`config.mk`:
```
export PLATFORM = sky130hd
export DESIGN_NAME = sam_regs
export DESIGN_NICKNAME = d
export VERILOG_FILES = /design/src/core/sam_pkg.sv /design/src/core/sam_sync.sv /design/src/core/sam_alarm_encode.sv /design/src/core/sam_regs.sv
export SDC_FILE = /design/constraint.sdc
export NUM_CORES = 1
export LEC_CHECK = 0
export BUFFER_PORTS_ARGS = -buffer_cell sky130_fd_sc_hd__buf_2
export CAP_MARGIN = 20
export CORE_UTILIZATION = 38
export CTS_CLUSTER_DIAMETER = 120
export DETAILED_ROUTE_END_ITERATION = 8
export PLACE_DENSITY = 0.66
export SLEW_MARGIN = 20
export SYNTH_ARGS = -nofsm -noshare
export SYNTH_HDL_FRONTEND = slang
export SYNTH_SLANG_ARGS = --single-unit
```
`constraint.sdc`:
```
create_clock -name i_clk -period 2.9 [get_ports i_clk]
set_input_delay 0.58 -clock i_clk [delete_from_list [all_inputs] [get_ports i_clk]]
set_output_delay 0.58 -clock i_clk [all_outputs]
set_load 0.01 [all_outputs]
```
`src/core/sam_pkg.sv`:
```
// package of constants and types for the servo alarm monitor register bank
package sam_pkg;
    // ==========================================
    // register map (word offsets are byte addresses)
    localparam logic [7:0] SAM_ADDR_FW_VERSION = 8'h00;
    localparam logic [7:0] SAM_ADDR_ALARM_CODE = 8'h02;
    localparam logic [7:0] SAM_ADDR_MON_SELECT = 8'h04;
    localparam logic [7:0] SAM_ADDR_HIST_BASE = 8'h08;
    localparam logic [7:0] SAM_ADDR_INT_STATUS = 8'h24;
    localparam logic [7:0] SAM_ADDR_INT_MASK = 8'h28;
    localparam logic [7:0] SAM_ADDR_CONFIG = 8'h1c;
    localparam logic [7:0] SAM_ADDR_PENDING = 8'h20;
    localparam logic [7:0] SAM_ADDR_HIST_STEP = 8'h04;
    localparam int SAM_HIST_DEPTH = 5;
    // ==========================================
    // reset values and monitor select range limits
    localparam logic [15:0] SAM_MON_SELECT_RST = 16'h0000;
    localparam logic [15:0] SAM_CONFIG_RST = 16'h0000;
    localparam logic [15:0] SAM_MON_MIN = 16'hff90; // -112
    localparam logic [15:0] SAM_MON_MAX = 16'h006f; // 111
    // ==========================================
    // alarm codes, three-digit bcd
    localparam logic [15:0] SAM_ALM_NONE = 16'h0000;
    localparam logic [15:0] SAM_ALM_OVER_CURRENT = 16'h0001;
    localparam logic [15:0] SAM_ALM_OVER_VOLTAGE = 16'h0002;
    localparam logic [15:0] SAM_ALM_UNDER_VOLTAGE = 16'h0003;
    localparam logic [15:0] SAM_ALM_OVERLOAD = 16'h0006;
    localparam logic [15:0] SAM_ALM_OVER_SPEED = 16'h0007;
    localparam logic [15:0] SAM_ALM_ENCODER = 16'h0011;
    localparam logic [15:0] SAM_ALM_EMERG_STOP = 16'h0013;
    localparam logic [15:0] SAM_ALM_SERIAL_ERR = 16'h0019;
    localparam logic [15:0] SAM_ALM_SERIAL_TMO = 16'h0020;
    localparam logic [15:0] SAM_ALM_FW_UPGRADE = 16'h0099;
    // interrupt status bits
    localparam int SAM_IRQ_NEW_ALARM = 0;
    localparam int SAM_IRQ_CLEARED = 1;
    localparam int SAM_IRQ_WR_REJECT = 2;
    localparam int SAM_IRQ_BITS = 3;
    // config register bit: under-voltage also when servo off
    localparam int SAM_CFG_UV_ALWAYS = 0;
    // ==========================================
    // fault input vector, one bit per source
    typedef struct packed {
        logic fw_upgrade;
        logic over_current;
        logic over_voltage;
        logic encoder;
        logic emerg_stop;
        logic over_speed;
        logic overload;
        logic under_voltage;
        logic serial_tmo;
        logic serial_err;
    } sam_faults_t;
    // register bus request
    typedef struct packed {
        logic [7:0] addr;
        logic [15:0] wdata;
        logic wr;
        logic rd;
    } sam_bus_req_t;
endpackage : sam_pkg

```
`src/core/sam_sync.sv`:
```
// two-flop synchroniser vector for pin inputs
`timescale 1ns/1ps
module sam_sync import sam_pkg::*; #(
    parameter int WIDTH = 1
) (
    input wire logic i_clk, // system clock
    input wire logic i_reset_n, // sync reset, active low
    input wire logic [WIDTH-1:0] i_async, // pin levels
    output logic [WIDTH-1:0] o_sync // synchronised levels
);
    logic [WIDTH-1:0] meta_reg;
    // ==========================================
    // two stages per bit
    genvar g;
    for (g = 0; g < WIDTH; g++) begin : g_bit
        always_ff @(posedge i_clk) begin
            if (!i_reset_n) begin
                meta_reg[g] <= 1'b0;
                o_sync[g] <= 1'b0;
            end else begin
                meta_reg[g] <= i_async[g];
                o_sync[g] <= meta_reg[g];
            end
        end
    end
endmodule : sam_sync

```
`src/core/sam_alarm_encode.sv`:
```
// priority encoder from fault sources to alarm code
`timescale 1ns/1ps
module sam_alarm_encode import sam_pkg::*; (
    input wire sam_faults_t i_faults, // synchronised fault levels
    input wire logic i_servo_on, // servo enabled
    input wire logic i_uv_always, // under-voltage also when off
    output logic [15:0] o_code // highest priority alarm code
);
    // ==========================================
    // highest priority first, upgrade overrides all
    always_comb begin
        o_code = SAM_ALM_NONE;
        if (i_faults.fw_upgrade) begin
            o_code = SAM_ALM_FW_UPGRADE;
        end else if (i_faults.over_current) begin
            o_code = SAM_ALM_OVER_CURRENT;
        end else if (i_faults.over_voltage) begin
            o_code = SAM_ALM_OVER_VOLTAGE;
        end else if (i_faults.under_voltage && (i_servo_on || i_uv_always)) begin
            o_code = SAM_ALM_UNDER_VOLTAGE;
        end else if (i_faults.encoder) begin
            o_code = SAM_ALM_ENCODER;
        end else if (i_faults.emerg_stop) begin
            o_code = SAM_ALM_EMERG_STOP;
        end else if (i_faults.overload) begin
            o_code = SAM_ALM_OVERLOAD;
        end else if (i_faults.over_speed) begin
            o_code = SAM_ALM_OVER_SPEED;
        end else if (i_faults.serial_err) begin
            o_code = SAM_ALM_SERIAL_ERR;
        end else if (i_faults.serial_tmo) begin
            o_code = SAM_ALM_SERIAL_TMO;
        end
    end
endmodule : sam_alarm_encode

```
`src/core/sam_regs.sv`:
```
// servo alarm and monitor register bank, top module
// ==========================================
//
// The implementer's own choice: the strobed register port.
`timescale 1ns/1ps
module sam_regs import sam_pkg::*; #(
    parameter logic [15:0] FW_VERSION = 16'h0064 // arbitrary version value
) (
    input wire logic i_clk, // 200 mhz clock
    input wire logic i_reset_n, // sync reset, active low
    input wire logic [7:0] i_addr, // register byte address
    input wire logic [15:0] i_wdata, // write data
    input wire logic i_wr, // write strobe
    input wire logic i_rd, // read strobe
    output logic [15:0] o_rdata, // read data, cycle after strobe
    input wire sam_faults_t i_faults, // fault pins
    input wire logic i_servo_on, // servo enabled pin
    input wire logic i_alarm_reset_input, // alarm reset digital input
    input wire logic i_power_restart, // restart pulse from logic
    output logic [15:0] o_alarm_code, // current alarm code
    output logic o_alarm_active, // an alarm is latched
    output logic [15:0] o_panel_monitor_select, // active monitor variable
    output logic o_irq // level interrupt
);
    // ==========================================
    // synchronisers for pins
    localparam int SYNC_W = $bits(sam_faults_t) + 2;
    logic [SYNC_W-1:0] sync_out;
    sam_faults_t faults_s;
    logic servo_on_s;
    logic alarm_reset_input_s;

    sam_sync #(.WIDTH(SYNC_W)) u_sync (
        .i_clk(i_clk),
        .i_reset_n(i_reset_n),
        .i_async({i_faults, i_servo_on, i_alarm_reset_input}),
        .o_sync(sync_out)
    );
    assign faults_s = sync_out[SYNC_W-1:2];
    assign servo_on_s = sync_out[1];
    assign alarm_reset_input_s = sync_out[0];

    // ==========================================
    // registers and state
    logic [15:0] alarm_reg;
    logic [15:0] mon_sel_reg;
    logic [15:0] cfg_pending_reg;
    logic [15:0] cfg_reg;
    logic [15:0] hist_reg [SAM_HIST_DEPTH];
    logic [SAM_IRQ_BITS-1:0] stat_reg;
    logic [SAM_IRQ_BITS-1:0] mask_reg;
    logic [15:0] rdata_reg;
    logic alarm_reset_input_d_reg;
    logic [15:0] live_code;
    sam_bus_req_t req;

    assign req = '{addr: i_addr, wdata: i_wdata, wr: i_wr, rd: i_rd};

    sam_alarm_encode u_enc (
        .i_faults(faults_s),
        .i_servo_on(servo_on_s),
        .i_uv_always(cfg_reg[SAM_CFG_UV_ALWAYS]),
        .o_code(live_code)
    );

    // ==========================================
    // decode of write actions
    logic wr_alarm;
    logic wr_mon;
    logic wr_pend;
    logic clear_req;
    logic mon_in_range;
    logic wr_reject;
    logic new_fault;
    logic alarm_cleared;

    assign wr_alarm = req.wr && (req.addr == SAM_ADDR_ALARM_CODE);
    assign wr_mon = req.wr && (req.addr == SAM_ADDR_MON_SELECT);
    assign wr_pend = req.wr && (req.addr == SAM_ADDR_PENDING);
    // zero write or rising reset input both clear
    assign clear_req = (wr_alarm && (req.wdata == SAM_ALM_NONE))
        || (alarm_reset_input_s && !alarm_reset_input_d_reg);
    // accepted monitor values: -112 or 0..111
    assign mon_in_range = (req.wdata == SAM_MON_MIN)
        || (req.wdata <= SAM_MON_MAX);
    // writes dropped: nonzero alarm, read-only words, bad range, locked
    assign wr_reject = (wr_alarm && (req.wdata != SAM_ALM_NONE))
        || (req.wr && (req.addr == SAM_ADDR_FW_VERSION))
        || (req.wr && (req.addr >= SAM_ADDR_HIST_BASE)
            && (req.addr < SAM_ADDR_CONFIG))
        || (wr_mon && !mon_in_range)
        || (wr_pend && servo_on_s);
    // a fault is new when latched code is empty and one is live
    assign new_fault = (live_code != SAM_ALM_NONE) && (alarm_reg == SAM_ALM_NONE);
    assign alarm_cleared = clear_req && (alarm_reg != SAM_ALM_NONE)
        && (live_code == SAM_ALM_NONE);

    // ==========================================
    // alarm reset input edge history
    always_ff @(posedge i_clk) begin
        if (!i_reset_n) begin
            alarm_reset_input_d_reg <= 1'b0;
        end else begin
            alarm_reset_input_d_reg <= alarm_reset_input_s;
        end
    end

    // ==========================================
    // latched alarm code, cleared only when cause is gone
    always_ff @(posedge i_clk) begin
        if (!i_reset_n) begin
            alarm_reg <= SAM_ALM_NONE;
        end else if (live_code == SAM_ALM_FW_UPGRADE) begin
            alarm_reg <= SAM_ALM_FW_UPGRADE;
        end else if (new_fault) begin
            alarm_reg <= live_code;
        end else if (clear_req && live_code == SAM_ALM_NONE) begin
            alarm_reg <= SAM_ALM_NONE;
        end
    end

    // ==========================================
    // fault history shift on each new fault
    genvar h;
    for (h = 0; h < SAM_HIST_DEPTH; h++) begin : g_hist
        always_ff @(posedge i_clk) begin
            if (!i_reset_n) begin
                hist_reg[h] <= SAM_ALM_NONE;
            end else if (new_fault) begin
                if (h == 0) begin
                    hist_reg[h] <= live_code;
                end else begin
                    hist_reg[h] <= hist_reg[h-1];
                end
            end
        end
    end

    // ==========================================
    // monitor select, range checked
    always_ff @(posedge i_clk) begin
        if (!i_reset_n) begin
            mon_sel_reg <= SAM_MON_SELECT_RST;
        end else if (wr_mon && mon_in_range) begin
            mon_sel_reg <= req.wdata;
        end
    end

    // ==========================================
    // config: pending written while off, applied on restart
    always_ff @(posedge i_clk) begin
        if (!i_reset_n) begin
            cfg_pending_reg <= SAM_CONFIG_RST;
        end else if (wr_pend && !servo_on_s) begin
            cfg_pending_reg <= req.wdata;
        end
    end

    always_ff @(posedge i_clk) begin
        if (!i_reset_n) begin
            cfg_reg <= SAM_CONFIG_RST;
        end else if (i_power_restart) begin
            cfg_reg <= cfg_pending_reg;
        end
    end

    // ==========================================
    // interrupt mask
    always_ff @(posedge i_clk) begin
        if (!i_reset_n) begin
            mask_reg <= '0;
        end else if (req.wr && req.addr == SAM_ADDR_INT_MASK) begin
            mask_reg <= req.wdata[SAM_IRQ_BITS-1:0];
        end
    end

    // ==========================================
    // sticky status, set wins over write-one clear
    logic [SAM_IRQ_BITS-1:0] stat_set;
    logic [SAM_IRQ_BITS-1:0] stat_clr;
    always_comb begin
        stat_set = '0;
        stat_set[SAM_IRQ_NEW_ALARM] = new_fault;
        stat_set[SAM_IRQ_CLEARED] = alarm_cleared;
        stat_set[SAM_IRQ_WR_REJECT] = wr_reject;
        stat_clr = '0;
        if (req.wr && req.addr == SAM_ADDR_INT_STATUS) begin
            stat_clr = req.wdata[SAM_IRQ_BITS-1:0];
        end
    end

    always_ff @(posedge i_clk) begin
        if (!i_reset_n) begin
            stat_reg <= '0;
        end else begin
            stat_reg <= (stat_reg & ~stat_clr) | stat_set;
        end
    end

    // ==========================================
    // read data, valid the cycle after the strobe
    always_ff @(posedge i_clk) begin
        if (!i_reset_n) begin
            rdata_reg <= '0;
        end else if (req.rd) begin
            case (req.addr)
                SAM_ADDR_FW_VERSION: rdata_reg <= FW_VERSION;
                SAM_ADDR_ALARM_CODE: rdata_reg <= alarm_reg;
                SAM_ADDR_MON_SELECT: rdata_reg <= mon_sel_reg;
                SAM_ADDR_HIST_BASE: rdata_reg <= hist_reg[0];
                SAM_ADDR_HIST_BASE + SAM_ADDR_HIST_STEP: rdata_reg <= hist_reg[1];
                SAM_ADDR_HIST_BASE + 8'h08: rdata_reg <= hist_reg[2];
                SAM_ADDR_HIST_BASE + 8'h0c: rdata_reg <= hist_reg[3];
                SAM_ADDR_HIST_BASE + 8'h10: rdata_reg <= hist_reg[4];
                SAM_ADDR_INT_STATUS: rdata_reg <= {13'h0000, stat_reg};
                SAM_ADDR_INT_MASK: rdata_reg <= {13'h0000, mask_reg};
                SAM_ADDR_CONFIG: rdata_reg <= cfg_reg;
                SAM_ADDR_PENDING: rdata_reg <= cfg_pending_reg;
                default: rdata_reg <= '0; // unmapped reads zero
            endcase
        end else begin
            rdata_reg <= '0;
        end
    end

    // ==========================================
    // registered outputs
    logic irq_reg;
    logic irq_alarm_active;
    always_ff @(posedge i_clk) begin
        if (!i_reset_n) begin
            irq_reg <= 1'b0;
        end else begin
            irq_reg <= |((stat_reg & ~stat_clr | stat_set) & mask_reg);
        end
    end

    assign o_rdata = rdata_reg;
    assign o_alarm_code = alarm_reg;
    assign o_alarm_active = irq_alarm_active;
    assign o_panel_monitor_select = mon_sel_reg;
    assign o_irq = irq_reg;

    // alarm active flag
    always_ff @(posedge i_clk) begin
        if (!i_reset_n) begin
            irq_alarm_active <= 1'b0;
        end else begin
            irq_alarm_active <= (alarm_reg != SAM_ALM_NONE);
        end
    end
endmodule : sam_regs

```
=== Word-level counts from Yosys, hierarchy flattened ===
Memories as Yosys holds them, arrays and structs flattened.
Cells that the tools add are included.

* $lt $le $gt $ge: 3
* Equality and inequality tests: 13
* Muxes and demuxes: 24
* Bitwise operators: 10
* Reductions and logical operators: 42

{| class="wikitable"
|+ Operators with widths
! operator !! number
|-
| 16-bit two-way mux || 16
|-
| 16-bit one-hot mux with 12 select lines || 1
|-
| 16-bit zero test || 3
|-
| 16-bit nonzero test || 3
|-
| 8-bit by 5-bit == test with 1-bit output (second input constant) || 4
|-
| 8-bit by 6-bit == test with 1-bit output (second input constant) || 3
|-
| 1-bit logical AND || 20
|-
| 16-bit == test (second input constant) || 1
|-
| 16-bit by 8-bit == test with 1-bit output (second input constant) || 1
|-
| 8-bit by 4-bit == test with 1-bit output (second input constant) || 2
|-
| 16-bit by 7-bit <= comparator with 1-bit output (second input constant) || 1
|-
| 8-bit by 2-bit == test with 1-bit output (second input constant) || 1
|-
| 8-bit by 3-bit == test with 1-bit output (second input constant) || 1
|-
| 8-bit by 4-bit greater-or-equal comparator with 1-bit output (second input constant) || 1
|-
| 8-bit zero test || 1
|-
| 8-bit by 5-bit less-than comparator with 1-bit output (second input constant) || 1
|-
| 8-bit two-way mux || 1
|-
| 1-bit logical OR || 7
|-
| 3-bit bitwise AND || 2
|-
| 6-bit two-way mux || 1
|-
| 1-bit OR || 5
|-
| 1-bit two-way mux || 4
|-
| 1-bit zero test || 3
|-
| 3-bit two-way mux || 1
|-
| 8 further kinds || 8
|}

* Register bits after elaboration: 113
* Bits in writable memories: 80
* Bits of input ports: 41
* Output and inout port bits: 50
* Memories kept: 1

{| class="wikitable"
|+ Memory list
! name !! depth !! width !! rd ports !! clocked after Yosys merged registers in !! write ports !! line !! text
|-
| hist_reg || 5 || 16 || 5 || 0 || 5 || sam_regs.sv:49 || <nowiki>logic [15:0] hist_reg [SAM_HIST_DEPTH];</nowiki>
|}

=== Depth between registers and ports, before layout ===
* Depth in word-level cells: 16
* Gate-level depth with buffers: 9
* Gate-level depth less buffers: 6

=== Hierarchy ===
From an unflattened synthesis, not the netlist that was laid out.

* Cells, all modules: 780
* Area total of the unflattened synthesis: 8403.1 sq um

{| class="wikitable"
|+ Modules (own cells, without submodules)
! module !! instances !! cells an instance !! area an instance (sq um)
|-
| sam_regs || 1 || 700 || 7493.4
|-
| sam_sync || 1 || 50 || 675.6
|-
| sam_alarm_encode || 1 || 30 || 234.0
|}

=== Least setup slack after synthesis ===
No wires, ideal clock.

* Kind: reg2reg
* From: register alarm_reg[7], in the netlist o_alarm_code[7]
* To: memory hist_reg[0][0] (enable)
* Library setup time: 0.398 ns
* Data arrival time: 2.406 ns
* Data required time: 2.502 ns
* Setup slack: 0.096 ns
* Cell stages (with the launch flop): 6
* Path through: dfxtp_1 -> or4_4 -> nor4_4 -> o31a_1 -> buf_4 -> nand2b_1

{| class="wikitable"
|+ RTL lines
! what !! line !! text
|-
| from (decl) || sam_regs.sv:45 || <nowiki>logic [15:0] alarm_reg;</nowiki>
|-
| from (signal assigned) || sam_regs.sv:116 || <nowiki>alarm_reg <= live_code;</nowiki>
|-
| to (decl) || sam_regs.sv:49 ||
|}

=== Worst setup path after layout ===
* From: input i_addr[0]
* To: register rdata_reg[2], in the netlist o_rdata[2]

* Cells in the longest elaborated chain, start to end: 2
* Elaborated cells on any way between the ends: 13
* Classes of those cells: eq/ne (11); mux (1); reduce/logical (1)

{| class="wikitable"
|+ RTL lines
! what !! line !! text
|-
| from (decl) || sam_regs.sv:11 || <nowiki>input wire logic [7:0] i_addr,</nowiki>
|-
| 8-bit by 6-bit == test with 1-bit output, or another cell as far along || sam_regs.sv:206 || <nowiki>case (req.addr)</nowiki>
|-
| 16-bit one-hot mux with 12 select lines * || sam_regs.sv:206 ||
|-
| to (signal assigned) || sam_regs.sv:208 || <nowiki>SAM_ADDR_ALARM_CODE: rdata_reg <= alarm_reg;</nowiki>
|-
| to (signal assigned) || sam_regs.sv:209 || <nowiki>SAM_ADDR_MON_SELECT: rdata_reg <= mon_sel_reg;</nowiki>
|-
| to (signal assigned) || sam_regs.sv:210 || <nowiki>SAM_ADDR_HIST_BASE: rdata_reg <= hist_reg[0];</nowiki>
|-
| to (decl) || sam_regs.sv:52 || <nowiki>logic [15:0] rdata_reg;</nowiki>
|}

Mark *: on every way between the ends. The rest lies on a longest branch, timed or not.
A chain may end at the register's enable or synchronous reset.

==> results.txt <==
status: finished clean
Crit Path Category: in2reg
Port Buffer Count: 81
Worst-path clk slew: 0.06 ns
gpl congestion: 0.8800
DRT met1 WL: 7128 µm
Worst Hold Path EP: u_sync.meta_reg[5]
1st-pass router iterations: 4
Tcrit/Tclk final: 79.17%
Synth Area per Inst: 10.57 µm²
Placed Cells: 832
Power per Cell Area: 650.5 nW/µm²
I/O pin count: 91
Yosys top cell by area: dfxtp_1
setup TNS: 0 ns
full die area: 16310 µm²
Seq/Total Area, Yosys: 52.17%
Synth Area in Adders: 0%
Place WS: 0.2571 ns
Reg2Reg Capture Point: hist_reg[4][7]
DR vias/cell: 5.297
Synth Instances: 568
Worst setup SP type: input port
Skew-Pair Late Insertion Delay: 0.42 ns
Reg2Reg Depth: 5
max FFs per register: 35
grt total ovfl: 0
count leader, synth: dfxtp_1
crit-path cells: buf_2 -> nor2_1 -> and3_1 -> nand3_1 -> a2111oi_0 -> nor2_1 -> a41oi_1
WP data required: 3.24 ns
final hold viol count: 0
WHS Path Cells: 2
Hold Buf Count CTS: 0
Final Power: 4.612 mW
Least-Margin Pin Slew: 0.6275 ns
H-tree level count: 4
post-DR wirelength/cell: 17.60 µm
Area contributors post-synth: dfxtp_1 35%, edfxtp_1 18%, mux2i_1 7.3%, nor2b_1 5.1%, and3_1 3.8%
EDFF count, synth: 35
Psw: 1.089 mW
WL final: 15210 µm
maxcap violations: 0
post-cts gate resize count: 0
Diodes inserted: 0
chip width: 127.7 µm
worst hold slack: 0.3633 ns
Sink Count: 139
largest family of logic cells by synthesized area: simple AND/OR/NAND/NOR gates
YS warnings: 0
CP max FO: 14
Synth Area in XOR/XNOR: 0.1458%
#FFs+latches synth: 139
Async S/R FF share, synth: 0%
final instance area: 7089 µm²
headroom to the max-slew limit: 58.16%
vias in the first global route: 4231
die height: 127.7 µm
nets@finish: 681
Synth Area in Compound Gates: 12.83%
critical hold path startpoint: i_faults[3]
first-pass GRT wire length: 23810 µm
Post-CTS Setup Bufs: 0
Final WS setup: 0.6042 ns
Comb pwr share: 8.5%
share of cells above drive strength 1: 20.52%
GRT Total Usage: 19.24%
power share of the clock group: 43.6%
initial antenna violation count: 0
ys flop type: dfxtp_1
sw frac: 23.62%
CP peak stage delay: 0.62 ns
reg2reg setup slack: 0.67 ns
DR WL met3: 993 µm
Critical Path AT: 2.63 ns
initial DRC count: 396
Post-Syn Area: 6006 µm²
FMAX: 435.6 MHz
VDD IR max: 0.4137 mV
Worst Path Buf+Inv: 1
non-filler instance count after layout: 864
post-synthesis mux area share: 7.521%
Yosys top cell area share: 34.67%
Simple-Gate Fraction of Synth Area: 21.94%
Synth cell types: 61
Core Rows: 45
largest net degree at the start of global routing: 55
top cells by count, synth: 104 x dfxtp_1, 49 x nor2b_1, 44 x mux2i_1, 37 x nand2_1, 36 x and3_1
# setup viols final: 0
P_leak: 2.999 nW
Int Pwr: 3.522 mW
DR DRC count: 0
Detailed Place HPWL: 10520 µm
initial core utilization: 39.22%
Top delay family on crit path: simple AND/OR/NAND/NOR gates
Slew Limit Fails: 0
Worst R2R Start: o_alarm_code[7]
Layout area overhead: 18.04%
min cycle time layout: 2.296 ns
most frequent CP cell: nor2_1
CTS max path bufs: 2
slowest stage cell, crit path: and3_1
vias: 4577
CTS tree: done
Tightest Hold Check Type: in2reg
routed wl met2: 6835 µm
Clock Skews: 0.009046 ns
Num CTS Buffers: 17
Seq pwr share: 47.9%
CP Capture Type: register
Core ar.: 15310 µm²
top layer in use: met4
final antenna-violating net count: 0
root buffer cell: clkbuf_16
Core Util, Final: 46.29%
area post-placement: 6534 µm²
unrepaired setup endpoints after global routing: no
-- power groups by stage --
stage          Combinational (mW)  Sequential [mW]  Clock (mW)
6_report                    0.393             2.21        2.01
5_1_grt                     0.430             2.22        2.13
3_5_place_dp                0.391             2.24           0
4_1_cts                     0.393             2.21        2.04
2_1_floorplan               0.274             2.22           0
3_3_place_gp                0.382             2.24           0
-- layout make-up --
type / count / area (µm²)
clock buffer: 28 / 528.0
clock inverter: 4 / 27.53
fill: 1465 / 8225
inverter: 5 / 18.77
multi-input combinational: 382 / 2582
sequential: 139 / 3133
tap: 211 / 264.0
timing repair buffer: 95 / 535.5
-- cells in the final DEF, fill, tap and decap left out, drive strengths merged, types with 5 or more instances in the layout --
cell,netlist,routed
a221oi,7,7
conb,1,9
a222oi,5,5
nor4,8,8
dfxtp,104,104
a21boi,13,13
clkbuf,18,28
o21ai,9,9
and3,36,36
nand3b,5,5
nor3,7,7
mux2i,44,44
and2,27,27
a21oi,20,20
nand3,8,8
inv,5,6
edfxtp,35,35
nor2b,49,49
buf,32,95
nor2,24,24
nand2,37,37
a22oi,20,20
-- routing by layer --
| metal | vias to the layer above | track usage (%) |
|---|---|---|
| li1 | 2187 | - |
| met1 | 2191 | 27.33 |
| met2 | 179 | 28.58 |
| met3 | 20 | 4.508 |
| met4 | 0 | 6.713 |
| met5 | - | 0 |
-- kinds of logic after synthesis --
| kind of cell | after synthesis |
|---|---|
| and+or+nand+nor | 221 |
| DFF | 139 |
| AOI/OAI and AO/OA | 106 |
| buffers and inverters | 55 |
| muxes | 45 |
| xor gates and xnor gates | 1 |
| other | 1 |
-- worst max-delay path by stage --
stage          cells past startpoint  slack [ns]              to             from
4_1_cts                            5        0.67  hist_reg[3][7]  o_alarm_code[7]
3_3_place_gp                       7        0.23      o_rdata[2]        i_addr[0]
2_1_floorplan                      5         0.1  hist_reg[0][0]  o_alarm_code[7]
3_5_place_dp                       7        0.26      o_rdata[2]        i_addr[0]
6_report                           7        0.60      o_rdata[2]        i_addr[0]
5_1_grt                            7        0.50      o_rdata[2]        i_addr[0]
Note: power is estimated with default switching activity, not from simulation.
